==> src/logic/card_xfer_pkg.sv <==
// card_xfer_pkg: constants and types for the start-up card transfer selector
// assumes one 40 MHz system clock and an active-low asynchronous reset
package card_xfer_pkg;
  localparam int CLK_HZ = 40_000_000;
  localparam int SW_W   = 8;
  localparam int NBANK  = 4;
  localparam int BANK_W = 2;
  // switch positions, bit 0 is position 1
  localparam int SW_DIR_POS   = 4;
  localparam int SW_STYLE_POS = 5;
  localparam logic [7:0] SW_BANK_MASK   = 8'h0F;
  localparam logic [7:0] SW_DL_OFF_MASK = 8'hF0;
  localparam logic [7:0] SW_UL_OFF_MASK = 8'hE0;
  localparam logic [7:0] SW_MANUAL_CODE = 8'h20;
  localparam logic [7:0] SW_RST         = 8'h00;
  localparam int CAP_DELAY = 2;
  // register port
  localparam int ADDR_W = 4;
  localparam int DATA_W = 32;
  localparam logic [3:0] OFF_CTRL = 4'h0;
  localparam logic [3:0] OFF_STAT = 4'h4;
  localparam logic [3:0] OFF_LEN  = 4'h8;
  localparam logic [3:0] OFF_SW   = 4'hC;
  localparam int CTRL_DIR     = 0;
  localparam int CTRL_BANK_LO = 1;
  localparam int CTRL_CONT_LO = 3;
  localparam int CTRL_GO      = 8;
  localparam int CTRL_CONFIRM = 9;
  localparam int STAT_MODE_LO = 0;
  localparam int STAT_BANK_LO = 2;
  localparam int STAT_BUSY    = 4;
  localparam int STAT_DONE    = 5;
  localparam int STAT_ERR     = 6;
  localparam int STAT_WAITOK  = 7;
  localparam int LEN_W = 16;
  localparam logic [15:0] LEN_RST = 16'h0100;
  localparam logic [1:0]  CONT_BOTH = 2'h1;
  localparam logic [1:0]  CONT_RST  = 2'h1;
  // pacing: one megabyte in twenty-five seconds, longest gap rounds down
  localparam int DL_BYTES  = 1_048_576;
  localparam int DL_TIME_S = 25;
  localparam int PACE_CYC  = (DL_TIME_S * CLK_HZ) / DL_BYTES;
  localparam int PACE_W    = 10;
  // indicator half period in milliseconds
  localparam int FLASH_HALF_MS  = 250;
  localparam int FLASH_HALF_CYC = (CLK_HZ / 1000) * FLASH_HALF_MS;
  localparam int FLASH_W        = 24;
  typedef enum logic [1:0] {MODE_NORMAL, MODE_AUTO_DL, MODE_AUTO_UL, MODE_MANUAL} mode_type;
  typedef enum logic [2:0] {OP_NONE, OP_PROBE, OP_ERASE, OP_CREATE, OP_COPY} card_op_type;
  typedef enum logic [1:0] {LED_OFF, LED_ORANGE, LED_GREEN, LED_RED} led_type;
endpackage

==> src/logic/switch_capture.sv <==
// switch_capture: synchronises the eight-position switch and decodes it once
// assumes the switch pins are asynchronous to clk_sys_in
`timescale 1ns/1ps
module switch_capture
(
  input  wire logic                      clk_sys_in,
  input  wire logic                      rst_b_in,
  input  wire logic [7:0]                sw_in,
  output card_xfer_pkg::mode_type        mode_out,
  output logic [1:0]                     bank_out,
  output logic [7:0]                     sw_cap_out,
  output logic                           cap_done_out
);
  import card_xfer_pkg::*;

  logic [7:0] sw_meta_r;
  logic [7:0] sw_sync_r;
  logic [1:0] cap_cnt_r;

  // index of the single bank position that is on
  function automatic logic [1:0] bank_index(input logic [3:0] b);
    bank_index = 2'h0;
    for (int i = 0; i < NBANK; i++)
      if (b[i]) bank_index = 2'(i);
  endfunction

  // full decode of one switch pattern
  function automatic mode_type decode(input logic [7:0] s);
    logic one;
    one = $onehot(s & SW_BANK_MASK);
    if (one && ((s & SW_DL_OFF_MASK) == SW_RST))
      decode = MODE_AUTO_DL;
    else if (one && s[SW_DIR_POS] && ((s & SW_UL_OFF_MASK) == SW_RST))
      decode = MODE_AUTO_UL;
    else if (s == SW_MANUAL_CODE)
      decode = MODE_MANUAL;
    else
      decode = MODE_NORMAL;
  endfunction

  // two-stage synchroniser
  always_ff @(posedge clk_sys_in or negedge rst_b_in)
    if (!rst_b_in)
    begin
      sw_meta_r <= SW_RST;
      sw_sync_r <= SW_RST;
    end
    else
    begin
      sw_meta_r <= sw_in;
      sw_sync_r <= sw_meta_r;
    end

  // capture once after release, then hold until the next reset
  always_ff @(posedge clk_sys_in or negedge rst_b_in)
    if (!rst_b_in)
    begin
      cap_cnt_r    <= 2'h0;
      cap_done_out <= 1'b0;
      sw_cap_out   <= SW_RST;
      mode_out     <= MODE_NORMAL;
      bank_out     <= 2'h0;
    end
    else if (!cap_done_out)
    begin
      if (cap_cnt_r == 2'(CAP_DELAY))
      begin
        cap_done_out <= 1'b1;
        sw_cap_out   <= sw_sync_r;
        mode_out     <= decode(sw_sync_r);
        bank_out     <= bank_index(sw_sync_r[3:0]);
      end
      else
        cap_cnt_r <= cap_cnt_r + 2'h1;
    end
endmodule

==> src/logic/indicator_flash.sv <==
// indicator_flash: drives the two-colour front indicator in flashing mode
// assumes orange is shown as red and green lit together
`timescale 1ns/1ps
module indicator_flash
#(
  parameter int HALF_CYC = card_xfer_pkg::FLASH_HALF_CYC
)
(
  input  wire logic                   clk_sys_in,
  input  wire logic                   rst_b_in,
  input  card_xfer_pkg::led_type      colour_in,
  output logic                        led_green_out,
  output logic                        led_red_out
);
  import card_xfer_pkg::*;

  logic [23:0] cnt_r;
  logic        phase_r;

  // free-running half-period timer
  always_ff @(posedge clk_sys_in or negedge rst_b_in)
    if (!rst_b_in)
    begin
      cnt_r   <= '0;
      phase_r <= 1'b0;
    end
    else if (cnt_r == FLASH_W'(HALF_CYC - 1))
    begin
      cnt_r   <= '0;
      phase_r <= ~phase_r;
    end
    else
      cnt_r <= cnt_r + 24'h1;

  // colour gated by flash phase
  always_ff @(posedge clk_sys_in or negedge rst_b_in)
    if (!rst_b_in)
    begin
      led_green_out <= 1'b0;
      led_red_out   <= 1'b0;
    end
    else
    begin
      led_green_out <= phase_r && (colour_in == LED_ORANGE || colour_in == LED_GREEN);
      led_red_out   <= phase_r && (colour_in == LED_ORANGE || colour_in == LED_RED);
    end
endmodule

==> src/logic/card_transfer_mode_select.sv <==
// card_transfer_mode_select: start-up transfer selector and card sequencer
// assumes card handshake pins are asynchronous, memory port is on clk_sys_in
`timescale 1ns/1ps
module card_transfer_mode_select
#(
  parameter int FLASH_HALF_CYC = card_xfer_pkg::FLASH_HALF_CYC
)
(
  input  wire logic                     clk_sys_in,
  input  wire logic                     rst_b_in,
  input  wire logic [7:0]               sw_in,
  input  wire logic [3:0]               addr_in,
  input  wire logic [31:0]              wdata_in,
  input  wire logic                     wr_in,
  input  wire logic                     rd_in,
  output logic [31:0]                   rdata_out,
  input  wire logic                     card_present_in,
  input  wire logic                     card_ack_in,
  input  wire logic                     card_fail_in,
  input  wire logic                     card_found_in,
  input  wire logic [7:0]               card_rdata_in,
  output logic                          card_req_out,
  output card_xfer_pkg::card_op_type    card_op_out,
  output logic                          card_upload_out,
  output logic [1:0]                    card_bank_out,
  output logic [1:0]                    card_cont_out,
  output logic [7:0]                    card_wdata_out,
  output logic [15:0]                   mem_addr_out,
  output logic [7:0]                    mem_wdata_out,
  output logic                          mem_we_out,
  input  wire logic [7:0]               mem_rdata_in,
  output logic                          led_green_out,
  output logic                          led_red_out
);
  import card_xfer_pkg::*;

  typedef enum logic [2:0] {ST_BOOT, ST_IDLE, ST_WAITOK, ST_OP, ST_REL, ST_PACE,
                            ST_DONE, ST_FAIL} state_type;

  state_type   state_r;
  mode_type    mode;
  logic [1:0]  sw_bank;
  logic [7:0]  sw_cap;
  logic        cap_done;
  logic [3:0]  cin_meta_r;
  logic [3:0]  cin_sync_r;
  logic [7:0]  cdat_meta_r;
  logic [7:0]  cdat_sync_r;
  logic        present_s;
  logic        ack_s;
  logic        fail_s;
  logic        found_s;
  logic        found_r;
  logic        man_dir_r;
  logic [1:0]  man_bank_r;
  logic [1:0]  man_cont_r;
  logic [15:0] len_r;
  logic [15:0] cnt_r;
  logic [9:0]  pace_r;
  logic        err_r;
  logic        go_w;
  logic        confirm_w;
  logic        auto_w;
  led_type     colour_r;

  assign present_s = cin_sync_r[0];
  assign ack_s     = cin_sync_r[1];
  assign fail_s    = cin_sync_r[2];
  assign found_s   = cin_sync_r[3];
  assign auto_w    = (mode == MODE_AUTO_DL) || (mode == MODE_AUTO_UL);
  assign go_w      = wr_in && (addr_in == OFF_CTRL) && wdata_in[CTRL_GO];
  assign confirm_w = wr_in && (addr_in == OFF_CTRL) && wdata_in[CTRL_CONFIRM];

  // switch sampling and decode at start-up
  switch_capture u_switch
  (
    .clk_sys_in   (clk_sys_in),
    .rst_b_in     (rst_b_in),
    .sw_in        (sw_in),
    .mode_out     (mode),
    .bank_out     (sw_bank),
    .sw_cap_out   (sw_cap),
    .cap_done_out (cap_done)
  );

  // front indicator
  indicator_flash #(.HALF_CYC(FLASH_HALF_CYC)) u_led
  (
    .clk_sys_in    (clk_sys_in),
    .rst_b_in      (rst_b_in),
    .colour_in     (colour_r),
    .led_green_out (led_green_out),
    .led_red_out   (led_red_out)
  );

  // card pins cross into clk_sys_in through two flops
  always_ff @(posedge clk_sys_in or negedge rst_b_in)
    if (!rst_b_in)
    begin
      cin_meta_r  <= 4'h0;
      cin_sync_r  <= 4'h0;
      cdat_meta_r <= 8'h00;
      cdat_sync_r <= 8'h00;
    end
    else
    begin
      cin_meta_r  <= {card_found_in, card_fail_in, card_ack_in, card_present_in};
      cin_sync_r  <= cin_meta_r;
      cdat_meta_r <= card_rdata_in;
      cdat_sync_r <= cdat_meta_r;
    end

  // software settings for manual transfer and length
  always_ff @(posedge clk_sys_in or negedge rst_b_in)
    if (!rst_b_in)
    begin
      man_dir_r  <= 1'b0;
      man_bank_r <= 2'h0;
      man_cont_r <= CONT_RST;
      len_r      <= LEN_RST;
    end
    else if (wr_in)
    begin
      if (addr_in == OFF_CTRL)
      begin
        man_dir_r  <= wdata_in[CTRL_DIR];
        man_bank_r <= wdata_in[CTRL_BANK_LO +: BANK_W];
        man_cont_r <= wdata_in[CTRL_CONT_LO +: 2];
      end
      if (addr_in == OFF_LEN)
        len_r <= wdata_in[LEN_W-1:0];
    end

  // register read port, data valid one cycle after the strobe
  always_ff @(posedge clk_sys_in or negedge rst_b_in)
    if (!rst_b_in)
      rdata_out <= '0;
    else
    begin
      rdata_out <= '0;
      if (rd_in)
        case (addr_in)
          OFF_CTRL:
            rdata_out <= {27'h0, man_cont_r, man_bank_r, man_dir_r};
          OFF_STAT:
          begin
            rdata_out[STAT_MODE_LO +: 2]      <= mode;
            rdata_out[STAT_BANK_LO +: BANK_W] <= card_bank_out;
            rdata_out[STAT_BUSY]   <= (state_r == ST_OP) || (state_r == ST_REL)
                                      || (state_r == ST_PACE);
            rdata_out[STAT_DONE]   <= (state_r == ST_DONE);
            rdata_out[STAT_ERR]    <= err_r;
            rdata_out[STAT_WAITOK] <= (state_r == ST_WAITOK);
          end
          OFF_LEN:
            rdata_out <= {16'h0, len_r};
          OFF_SW:
            rdata_out <= {24'h0, sw_cap};
          default:
            rdata_out <= '0;
        endcase
    end

  // transfer sequencer: probe, erase or create on upload, then paced copy
  always_ff @(posedge clk_sys_in or negedge rst_b_in)
    if (!rst_b_in)
    begin
      state_r         <= ST_BOOT;
      card_req_out    <= 1'b0;
      card_op_out     <= OP_NONE;
      card_upload_out <= 1'b0;
      card_bank_out   <= 2'h0;
      card_cont_out   <= CONT_RST;
      card_wdata_out  <= 8'h00;
      mem_addr_out    <= 16'h0;
      mem_wdata_out   <= 8'h00;
      mem_we_out      <= 1'b0;
      cnt_r           <= 16'h0;
      pace_r          <= 10'h0;
      found_r         <= 1'b0;
      err_r           <= 1'b0;
    end
    else
    begin
      mem_we_out <= 1'b0;
      case (state_r)
        ST_BOOT:
          if (cap_done)
          begin
            if (auto_w)
            begin
              card_upload_out <= (mode == MODE_AUTO_UL);
              card_bank_out   <= sw_bank;
              card_cont_out   <= CONT_BOTH;
              card_op_out     <= OP_PROBE;
              card_req_out    <= 1'b1;
              state_r         <= ST_OP;
            end
            else
              state_r <= ST_IDLE;
          end
        ST_IDLE, ST_DONE, ST_FAIL:
          if (go_w && mode == MODE_MANUAL)
          begin
            card_upload_out <= wdata_in[CTRL_DIR];
            card_bank_out   <= wdata_in[CTRL_BANK_LO +: BANK_W];
            card_cont_out   <= wdata_in[CTRL_CONT_LO +: 2];
            err_r           <= 1'b0;
            state_r         <= ST_WAITOK;
          end
        ST_WAITOK:
          if (confirm_w)
          begin
            card_op_out  <= OP_PROBE;
            card_req_out <= 1'b1;
            state_r      <= ST_OP;
          end
        ST_OP:
          if (!present_s || (ack_s && fail_s))
          begin
            card_req_out <= 1'b0;
            state_r      <= ST_FAIL;
            err_r        <= !auto_w;
          end
          else if (ack_s)
          begin
            card_req_out <= 1'b0;
            found_r      <= found_s;
            if (card_op_out == OP_COPY && !card_upload_out)
            begin
              mem_wdata_out <= cdat_sync_r;
              mem_we_out    <= 1'b1;
            end
            state_r <= ST_REL;
          end
        ST_REL:
          if (!ack_s)
          begin
            state_r <= ST_PACE;
            pace_r  <= 10'(PACE_CYC - 1);
            case (card_op_out)
              OP_PROBE:
                if (!card_upload_out && !found_r)
                begin
                  state_r <= ST_FAIL;
                  err_r   <= !auto_w;
                end
                else if (card_upload_out)
                begin
                  card_op_out  <= found_r ? OP_ERASE : OP_CREATE;
                  card_req_out <= 1'b1;
                  state_r      <= ST_OP;
                end
                else
                  cnt_r <= 16'h0;
              OP_ERASE, OP_CREATE:
                cnt_r <= 16'h0;
              default:
              begin
                cnt_r        <= cnt_r + 16'h1;
                mem_addr_out <= mem_addr_out + 16'h1;
                if (cnt_r + 16'h1 == len_r)
                  state_r <= ST_DONE;
              end
            endcase
            if (card_op_out != OP_COPY && card_op_out != OP_PROBE)
              mem_addr_out <= 16'h0;
            else if (card_op_out == OP_PROBE)
              mem_addr_out <= 16'h0;
          end
        ST_PACE:
          if (!present_s)
          begin
            state_r <= ST_FAIL;
            err_r   <= !auto_w;
          end
          else if (pace_r == 10'h0)
          begin
            card_op_out    <= OP_COPY;
            card_wdata_out <= mem_rdata_in;
            card_req_out   <= 1'b1;
            state_r        <= ST_OP;
          end
          else
            pace_r <= pace_r - 10'h1;
        default:
          state_r <= ST_BOOT;
      endcase
    end

  // indicator colour follows the automatic transfer, green after any completed transfer
  always_ff @(posedge clk_sys_in or negedge rst_b_in)
    if (!rst_b_in)
      colour_r <= LED_OFF;
    else if (state_r == ST_DONE)
      colour_r <= LED_GREEN;
    else if (state_r == ST_FAIL && auto_w)
      colour_r <= LED_RED;
    else if (auto_w && state_r != ST_BOOT && state_r != ST_FAIL)
      colour_r <= LED_ORANGE;
    else
      colour_r <= LED_OFF;

  // length of the current pacing gap, read only by the gap check below
  logic [PACE_W-1:0] pace_len_r;
  always_ff @(posedge clk_sys_in or negedge rst_b_in)
    if (!rst_b_in)
      pace_len_r <= '0;
    else if (state_r == ST_PACE)
      pace_len_r <= pace_len_r + PACE_W'(1);
    else
      pace_len_r <= '0;
endmodule

==> config.mk <==
export PLATFORM = sky130hd
export DESIGN_NAME = card_transfer_mode_select
export DESIGN_NICKNAME = d
export VERILOG_FILES = /design/src/logic/card_xfer_pkg.sv /design/src/logic/switch_capture.sv /design/src/logic/indicator_flash.sv /design/src/logic/card_transfer_mode_select.sv
export SDC_FILE = /design/constraint.sdc
export NUM_CORES = 1
export LEC_CHECK = 0
export BUFFER_PORTS_ARGS = -buffer_cell sky130_fd_sc_hd__buf_2
export CORE_ASPECT_RATIO = 1.2
export CORE_MARGIN = 2
export CORE_UTILIZATION = 35
export CTS_CLUSTER_DIAMETER = 80
export DETAILED_ROUTE_END_ITERATION = 7
export PLACE_DENSITY = 0.65
export SLEW_MARGIN = 20
export SYNTH_ARGS = -nofsm -noshare
export SYNTH_HDL_FRONTEND = slang
export SYNTH_HIERARCHICAL = 1
export SYNTH_SLANG_ARGS = --single-unit
==> constraint.sdc <==
create_clock -name clk_sys_in -period 2.5 [get_ports clk_sys_in]
set_input_delay 0.25 -clock clk_sys_in [delete_from_list [all_inputs] [get_ports clk_sys_in]]
set_output_delay 0.25 -clock clk_sys_in [all_outputs]
set_load 0.01 [all_outputs]
==> run_results.csv, run 1 <==
group,metric,value,unit
sta,fmax,0.4405,GHz
sta,tns,0,ns
synthesis,synthCells,803,
synthesis,synth-async-reset-ratio,100.0,%
clock_network,post_cts_buffers,0,
layout,drive_gt1_share,26.87,%
sta,min_period_over_period,90.82,%
synthesis,synth.top_cell.area_share,52.97,%
critical_path,cp_max_fo,5,
run_status,status,"completed",
critical_path,rr_worst_depth,8,
global_route,antenna_found_initial,1,
clock_network,cts_resized,0,
floorplanning,die_area,27090,um^2
drt,drcViolationCount,0,
synthesis,synth-main-ff-cell,"dfrtp_1",
global_route,grt_max_degree,73,
critical_path,cp.required,2.82,ns
layout,nFillCells,2361,
critical_path,timing.rr.end,"state_r[0]",
synthesis,synth_area,9024,um^2
sta,tightest_slew,0.6930,ns
run,maxCapViolations,0,
drt,drtIter0Drc,459,
floorplanning,fp.dieW,150.6,um
synthesis,ys_ff_latch,194,
layout,final_cells,1295,
synthesis,ys_types,80,
sta,drv_slew,0,
synthesis,ys.warnings.count,6,
floorplanning,rows,64,
clock_network,cts.sinks,194,
layout,final-seq-area,4858,um^2
floorplanning,pin_count,144,
synthesis,synth_area_leaders,"dfrtp_1 (53%), mux2_2 (6.2%), xnor2_1 (3.4%)",
drt,routed_wl,19.36,mm
hold_path,min_path_type,"input port to flip-flop",
synthesis,synth.most_common_cell,"dfrtp_1",
drt,wl_per_cell,14.95,um
clock_network,cts_buffers,17,
sta,holdWs,0.03785,ns
sta,finalHoldViolCount,0,
drt,drt-pass1-iter-count,5,
clock_network,clk_root_buffer_cell,"clkbuf_16",
pwr,power_leakage,5.062,nW
clock_network,cts_buffer_depth,2,
floorplanning,fp.dieH,179.9,um
synthesis,synth_largest_area_cell,"dfrtp_1",
global_route,overflow,0,
clock_network,cts_tree,"yes",
place,dp_hpwl,14.06,mm
place,gp_congestion,0.8866,
synthesis,synth_common_cells,"dfrtp_1 (191), nand2_1 (61), nor2_1 (60)",
critical_path,cp-startpoint,"pace_r[0]",
critical_path,reg2reg_from,"pace_r[0]",
place,portBuffers,111,
pwr,power_density,774.5,nW/um^2
floorplanning,core-area,25380,um^2
sta,fin_worst_skew,0.01519,ns
sta,finalCriticalPeriod,2.270,ns
sta,setup_viol,0,
drt,vias,6433,
layout,final_net_count,1032,
pwr,max-vdd-ir-drop,0.4850,mV
critical_path,reg2reg_setup_slack,0.23,ns
synthesis,synth-edff-count,0,
global_route,grt_pass1_wl,32.46,mm
drt,final_antenna_net_count,0,
sta,relSlewSlack,53.80,%
critical_path,arrival,2.59,ns
drt,via_per_inst,4.968,
clock_network,clk_pin_slew,0.09,ns
global_route,grt_usage,14.99,%
sta,rsz0062_at_grt,"no",
clock_network,cts-htree-levels,4,
critical_path,end_kind,"flip-flop",
critical_path,crit_end,"state_r[0]",
clock_network,clk-insertion-delay-late,0.44,ns
floorplanning,start_util,35.55,%
critical_path,start_kind,"flip-flop",
synthesis,seq_area_frac_synth,53.84,%
layout,multiInputGateArea,3837,um^2
critical_path,worst-setup-path-type,"flip-flop to flip-flop",
global_route,grt_pass1_vias,6443,
place,placed_cells,1241,
synthesis,avgSynthCellArea,11.24,um^2
layout,area_growth,20.11,%
where the power goes:
part / total, W / internal, W / switching [W]
registers: 0.00385 / 0.00349 / 0.000364
logic: 0.00169 / 0.000818 / 0.000869
clock network: 0.00285 / 0.00140 / 0.00146
total: 0.00839 / 0.00571 / 0.00269
metrics by stage:
stage,setup slack (ns),cell area [um^2],total power [W],util (%)
after floorplan,0.3963,9080,0.005034,-
after detailed placement,0.2865,9993,0.005580,39.37
after CTS,0.2564,10840,0.008506,42.69
after global placement,0.2907,9993,0.005544,39.37
after global routing,0.08234,10840,0.008889,42.70
final,0.2296,10840,0.008393,42.70
area by class of cell:
| cell class | count | share of cell area [%] |
|---|---|---|
| Sequential cell | 194 | 44.83 |
| Multi-Input combinational cell | 554 | 35.41 |
| Timing Repair Buffer | 162 | 9.340 |
| Clock buffer | 17 | 3.925 |
| Tap cell | 330 | 3.810 |
| Clock inverter | 15 | 1.905 |
| Inverter | 22 | 0.7619 |
| Antenna cell | 1 | 0.02309 |
worst max-delay path, cell delays in order (launching register included):
cell	delay, ns
dfrtp_1	0.42
inv_1	0.07
ha_1	0.23
nor4b_1	0.28
nand3b_1	0.19
nor3b_4	0.20
or4_4	0.51
mux2i_1	0.18
a21oi_1	0.05
kinds of logic (layout without fill, tap and decap cells):
group | count (synthesis) | count (layout) | synth area share (%)
compound gates | 127 | 127 | 8.930
xor+xnor | 58 | 58 | 5.629
fa+ha+maj | 13 | 13 | 1.886
buf+inv | 70 | 216 | 4.257
flops | 194 | 194 | 53.84
mux | 59 | 59 | 7.404
other cells | 1 | 17 | 0.04156
simple gates | 281 | 281 | 18.01
cell usage in the layout (no fill, tap or decap), types with 5 or more instances in the layout:
cell,Yosys,routed
dfrtp_1,191,191
buf_2,9,110
nand2_1,61,61
nor2_1,60,60
o21ai_0,51,51
mux2_2,50,50
nand3_1,39,39
xnor2_1,35,35
buf_4,19,29
xor2_1,23,23
inv_1,22,22
dlygate4sd3_1,0,21
a21oi_1,18,18
clkbuf_16,0,17
conb_1,1,16
nand4_1,13,13
and2_1,12,12
nor3_1,12,12
ha_1,12,12
o31ai_1,10,10
and3_1,9,9
nor4_1,8,8
nor2b_1,7,7
nand2b_1,6,6
mux2i_1,6,6
o21ai_1,6,6
a31oi_1,5,5
and4_1,5,5
clkinv_8,0,5
worst min path at each step:
stage | start | end | depth (start not counted)
2_1_floorplan | rst_b_in | card_bank_out[0] | 0
3_3_place_gp | rst_b_in | u_switch/sw_meta_r[2] | 1
3_5_place_dp | rst_b_in | u_switch/sw_meta_r[2] | 1
4_1_cts | mem_rdata_in[3] | card_wdata_out[3] | 2
5_1_grt | wdata_in[7] | len_r[7] | 2
6_report | wdata_in[5] | len_r[5] | 2
repair_timing:
item	4_1_cts	5_1_grt
hold buffers	21	0
setup endpoints to repair	0	0
endpoints found under the hold margin	86	0
flip-flops by register name, summed over array words and instances (netlist names), 8 cells and up:
name and cells:
card_wdata_out 8, cdat_meta_r 8, cdat_sync_r 8, cnt_r 16
len_r 16, mem_addr_out 16, mem_wdata_out 8, pace_r 10
rdata_out 16, u_led/cnt_r 24, u_switch/sw_cap_out 8, u_switch/sw_meta_r 8
u_switch/sw_sync_r 8
per-layer routing:
layer,vias to the layer above,share of wire (%),GRT usage (%)
met5,-,0,0
met2,143,49,24.27
li1,3096,-,-
met4,0,2.1,5.421
met3,27,4.0,3.223
met1,3167,45,19.74
Note: power is estimated with default switching activity, not from simulation.
==> inputs of run 2 (changes only) <==
--- a/config.mk
+++ b/config.mk
@@ -5,10 +5,12 @@
 export SDC_FILE = /design/constraint.sdc
 export NUM_CORES = 1
 export LEC_CHECK = 0
+export ABC_CLOCK_PERIOD_IN_PS = 2900
 export BUFFER_PORTS_ARGS = -buffer_cell sky130_fd_sc_hd__buf_2
 export CORE_ASPECT_RATIO = 1.2
 export CORE_MARGIN = 2
 export CORE_UTILIZATION = 35
+export CTS_BUF_LIST = sky130_fd_sc_hd__clkbuf_8
 export CTS_CLUSTER_DIAMETER = 80
 export DETAILED_ROUTE_END_ITERATION = 7
 export PLACE_DENSITY = 0.65
==> constraint.sdc (replaced) <==
create_clock -name clk_sys_in -period 2.9 [get_ports clk_sys_in]
set_input_delay 0.29 -clock clk_sys_in [delete_from_list [all_inputs] [get_ports clk_sys_in]]
set_output_delay 0.29 -clock clk_sys_in [all_outputs]
set_load 0.01 [all_outputs]
==> run_results.csv, run 2 (synthesized netlist as in run 1, its figures left out) <==
group,metric,value,unit
run_status,status,"completed",
clock_network,clk_pin_slew,0.11,ns
pwr,max-vdd-ir-drop,0.3469,mV
drt,drt-pass1-iter-count,6,
drt,routed_wl,19.38,mm
clock_network,cts_buffer_depth,2,
floorplanning,start_util,35.55,%
sta,worst_slack,0.5138,ns
layout,final_net_count,1021,
critical_path,end_kind,"flip-flop",
layout,final-seq-area,4858,um^2
sta,drv_slew,0,
layout,final_common_cell,"dfrtp_1",
sta,tns,0,ns
global_route,grt_pass1_wl,31.84,mm
layout,diodes,0,
drt,drtIter0Drc,415,
global_route,overflow,0,
clock_network,post_cts_buffers,0,
drt,drcViolationCount,0,
drt,final_antenna_net_count,0,
floorplanning,pin_count,144,
layout,final_area,10540,um^2
sta,relSlewSlack,53.58,%
clock_network,clk_root_buffer_cell,"clkbuf_8",
clock_network,cts_buffers,17,
clock_network,cts.sinks,194,
clock_network,cts-htree-levels,4,
hold_path,min_path_type,"input port to flip-flop",
layout,area_growth,16.78,%
layout,mostFrequentLayoutCells,"dfrtp_1 (191), buf_2 (110), nand2_1 (61), nor2_1 (60), o21ai_0 (51)",
critical_path,start_kind,"flip-flop",
layout,multiInputGateArea,3837,um^2
pwr,swShare,33.52,%
pwr,internal-power,0.004349,W
sta,finalCriticalPeriod,2.386,ns
sta,fmax,0.4191,GHz
sta,fin_worst_skew,0.01200,ns
drt,wl_per_cell,15.10,um
layout,largest_reg_flops,24,
place,place_area,9896,um^2
place,dp_hpwl,13.96,mm
global_route,antenna_found_initial,0,
global_route,grt_max_degree,75,
layout,regMostFlops,"u_led/cnt_r",
floorplanning,core-area,25380,um^2
critical_path,cp_max_fo,9,
pwr,power_leakage,4.905,nW
run,maxCapViolations,0,
clock_network,cts_tree,"yes",
sta,tightest_slew,0.6930,ns
pwr,clock_power_share,27.6,%
sta,finalHoldViolCount,0,
sta,min_period_over_period,82.28,%
floorplanning,die_area,27090,um^2
clock_network,clk-insertion-delay-late,0.49,ns
layout,drive_gt1_share,25.81,%
critical_path,cp.required,3.33,ns
sta,rsz0062_at_grt,"no",
global_route,grt_usage,14.71,%
pwr,power_density,620.8,nW/um^2
critical_path,arrival,2.82,ns
drt,via_per_inst,5.014,
critical_path,reg2reg_setup_slack,0.51,ns
place,place_ws,0.4924,ns
pwr,p_sw,0.002193,W
global_route,grt_pass1_vias,6322,
floorplanning,rows,64,
sta,setup_viol,0,
critical_path,worst-setup-path-type,"flip-flop to flip-flop",
place,portBuffers,111,
place,gp_congestion,0.8787,
floorplanning,fp.dieH,179.9,um
pwr,p_seq_share,50.9,%
drt,vias,6433,
floorplanning,fp.dieW,150.6,um
layout,nFillCells,2436,
pwr,power_frac_comb,21.5,%
[run 2: changes by cell type in the layout (fill, tap and decap cells not counted), sizes merged]
cell         delta
dlygate4sd3     +2
diode           -1
clkinv          -1
buf            -13
clkinvlp        +1
[run 2: per-layer routing]
layer  global-route usage, %  up-vias  share of wire, %
met1                   19.10     3171                45
li1                        -     3076                 -
met2                   24.25      159                49
met4                   4.860        0               1.8
met5                       0        -                 0
met3                   3.299       27               4.4
[run 2: path summary, 6_finish.rpt]
kind                            depth (start not counted)                     to                  start
worst min register to register                          0  u_switch/sw_sync_r[3]  u_switch/sw_meta_r[3]
max in group asynchronous                               3          man_cont_r[0]               rst_b_in
min in group asynchronous                               2  u_switch/sw_meta_r[1]               rst_b_in
worst max-delay path                                    7             state_r[1]               cnt_r[0]
worst max register to register                          7             state_r[1]               cnt_r[0]
worst min-delay path                                    2              len_r[15]           wdata_in[15]
[run 2: layout make-up]
type | instances | area share [%]
Clock buffer | 17 | 2.220
Clock inverter | 15 | 1.686
Inverter | 22 | 0.7837
Multi-Input combinational cell | 554 | 36.42
Sequential cell | 194 | 46.11
Tap cell | 330 | 3.918
Timing Repair Buffer | 151 | 8.870
[run 2: worst max-delay path, cell delays in order, from the launching register on]
cell,delay [ns]
dfrtp_1,0.49
ha_1,0.31
nand3_2,0.24
a211o_1,0.33
a211o_1,0.25
nor4_1,0.20
and4_1,0.30
o221a_2,0.20
[run 2: power by group through the flow]
stage          Clock [W]  Sequential (W)  Combinational (W)
2_1_floorplan          0         0.00331            0.00103
3_3_place_gp           0         0.00337            0.00137
3_5_place_dp           0         0.00338            0.00139
4_1_cts          0.00188         0.00333            0.00142
5_1_grt          0.00198         0.00338            0.00158
6_report         0.00180         0.00333            0.00141
[run 2: stage by stage]
step	hold slack [ns]	utilization [%]	power, W	std cells
detailed placement	0.3347	38.98	0.004767	1228
floorplan	-0.005591	-	0.004340	818
finish	0.03161	41.51	0.006542	1283
CTS	0.0005869	41.51	0.006622	1283
global placement	0.3328	38.98	0.004737	1228
global route	0.007484	41.51	0.006942	1283
[run 2: what timing repair did]
item | CTS | global route
hold endpoints to repair | 91 | 0
hold buffers | 23 | 0
gates resized for setup | 0 | 0
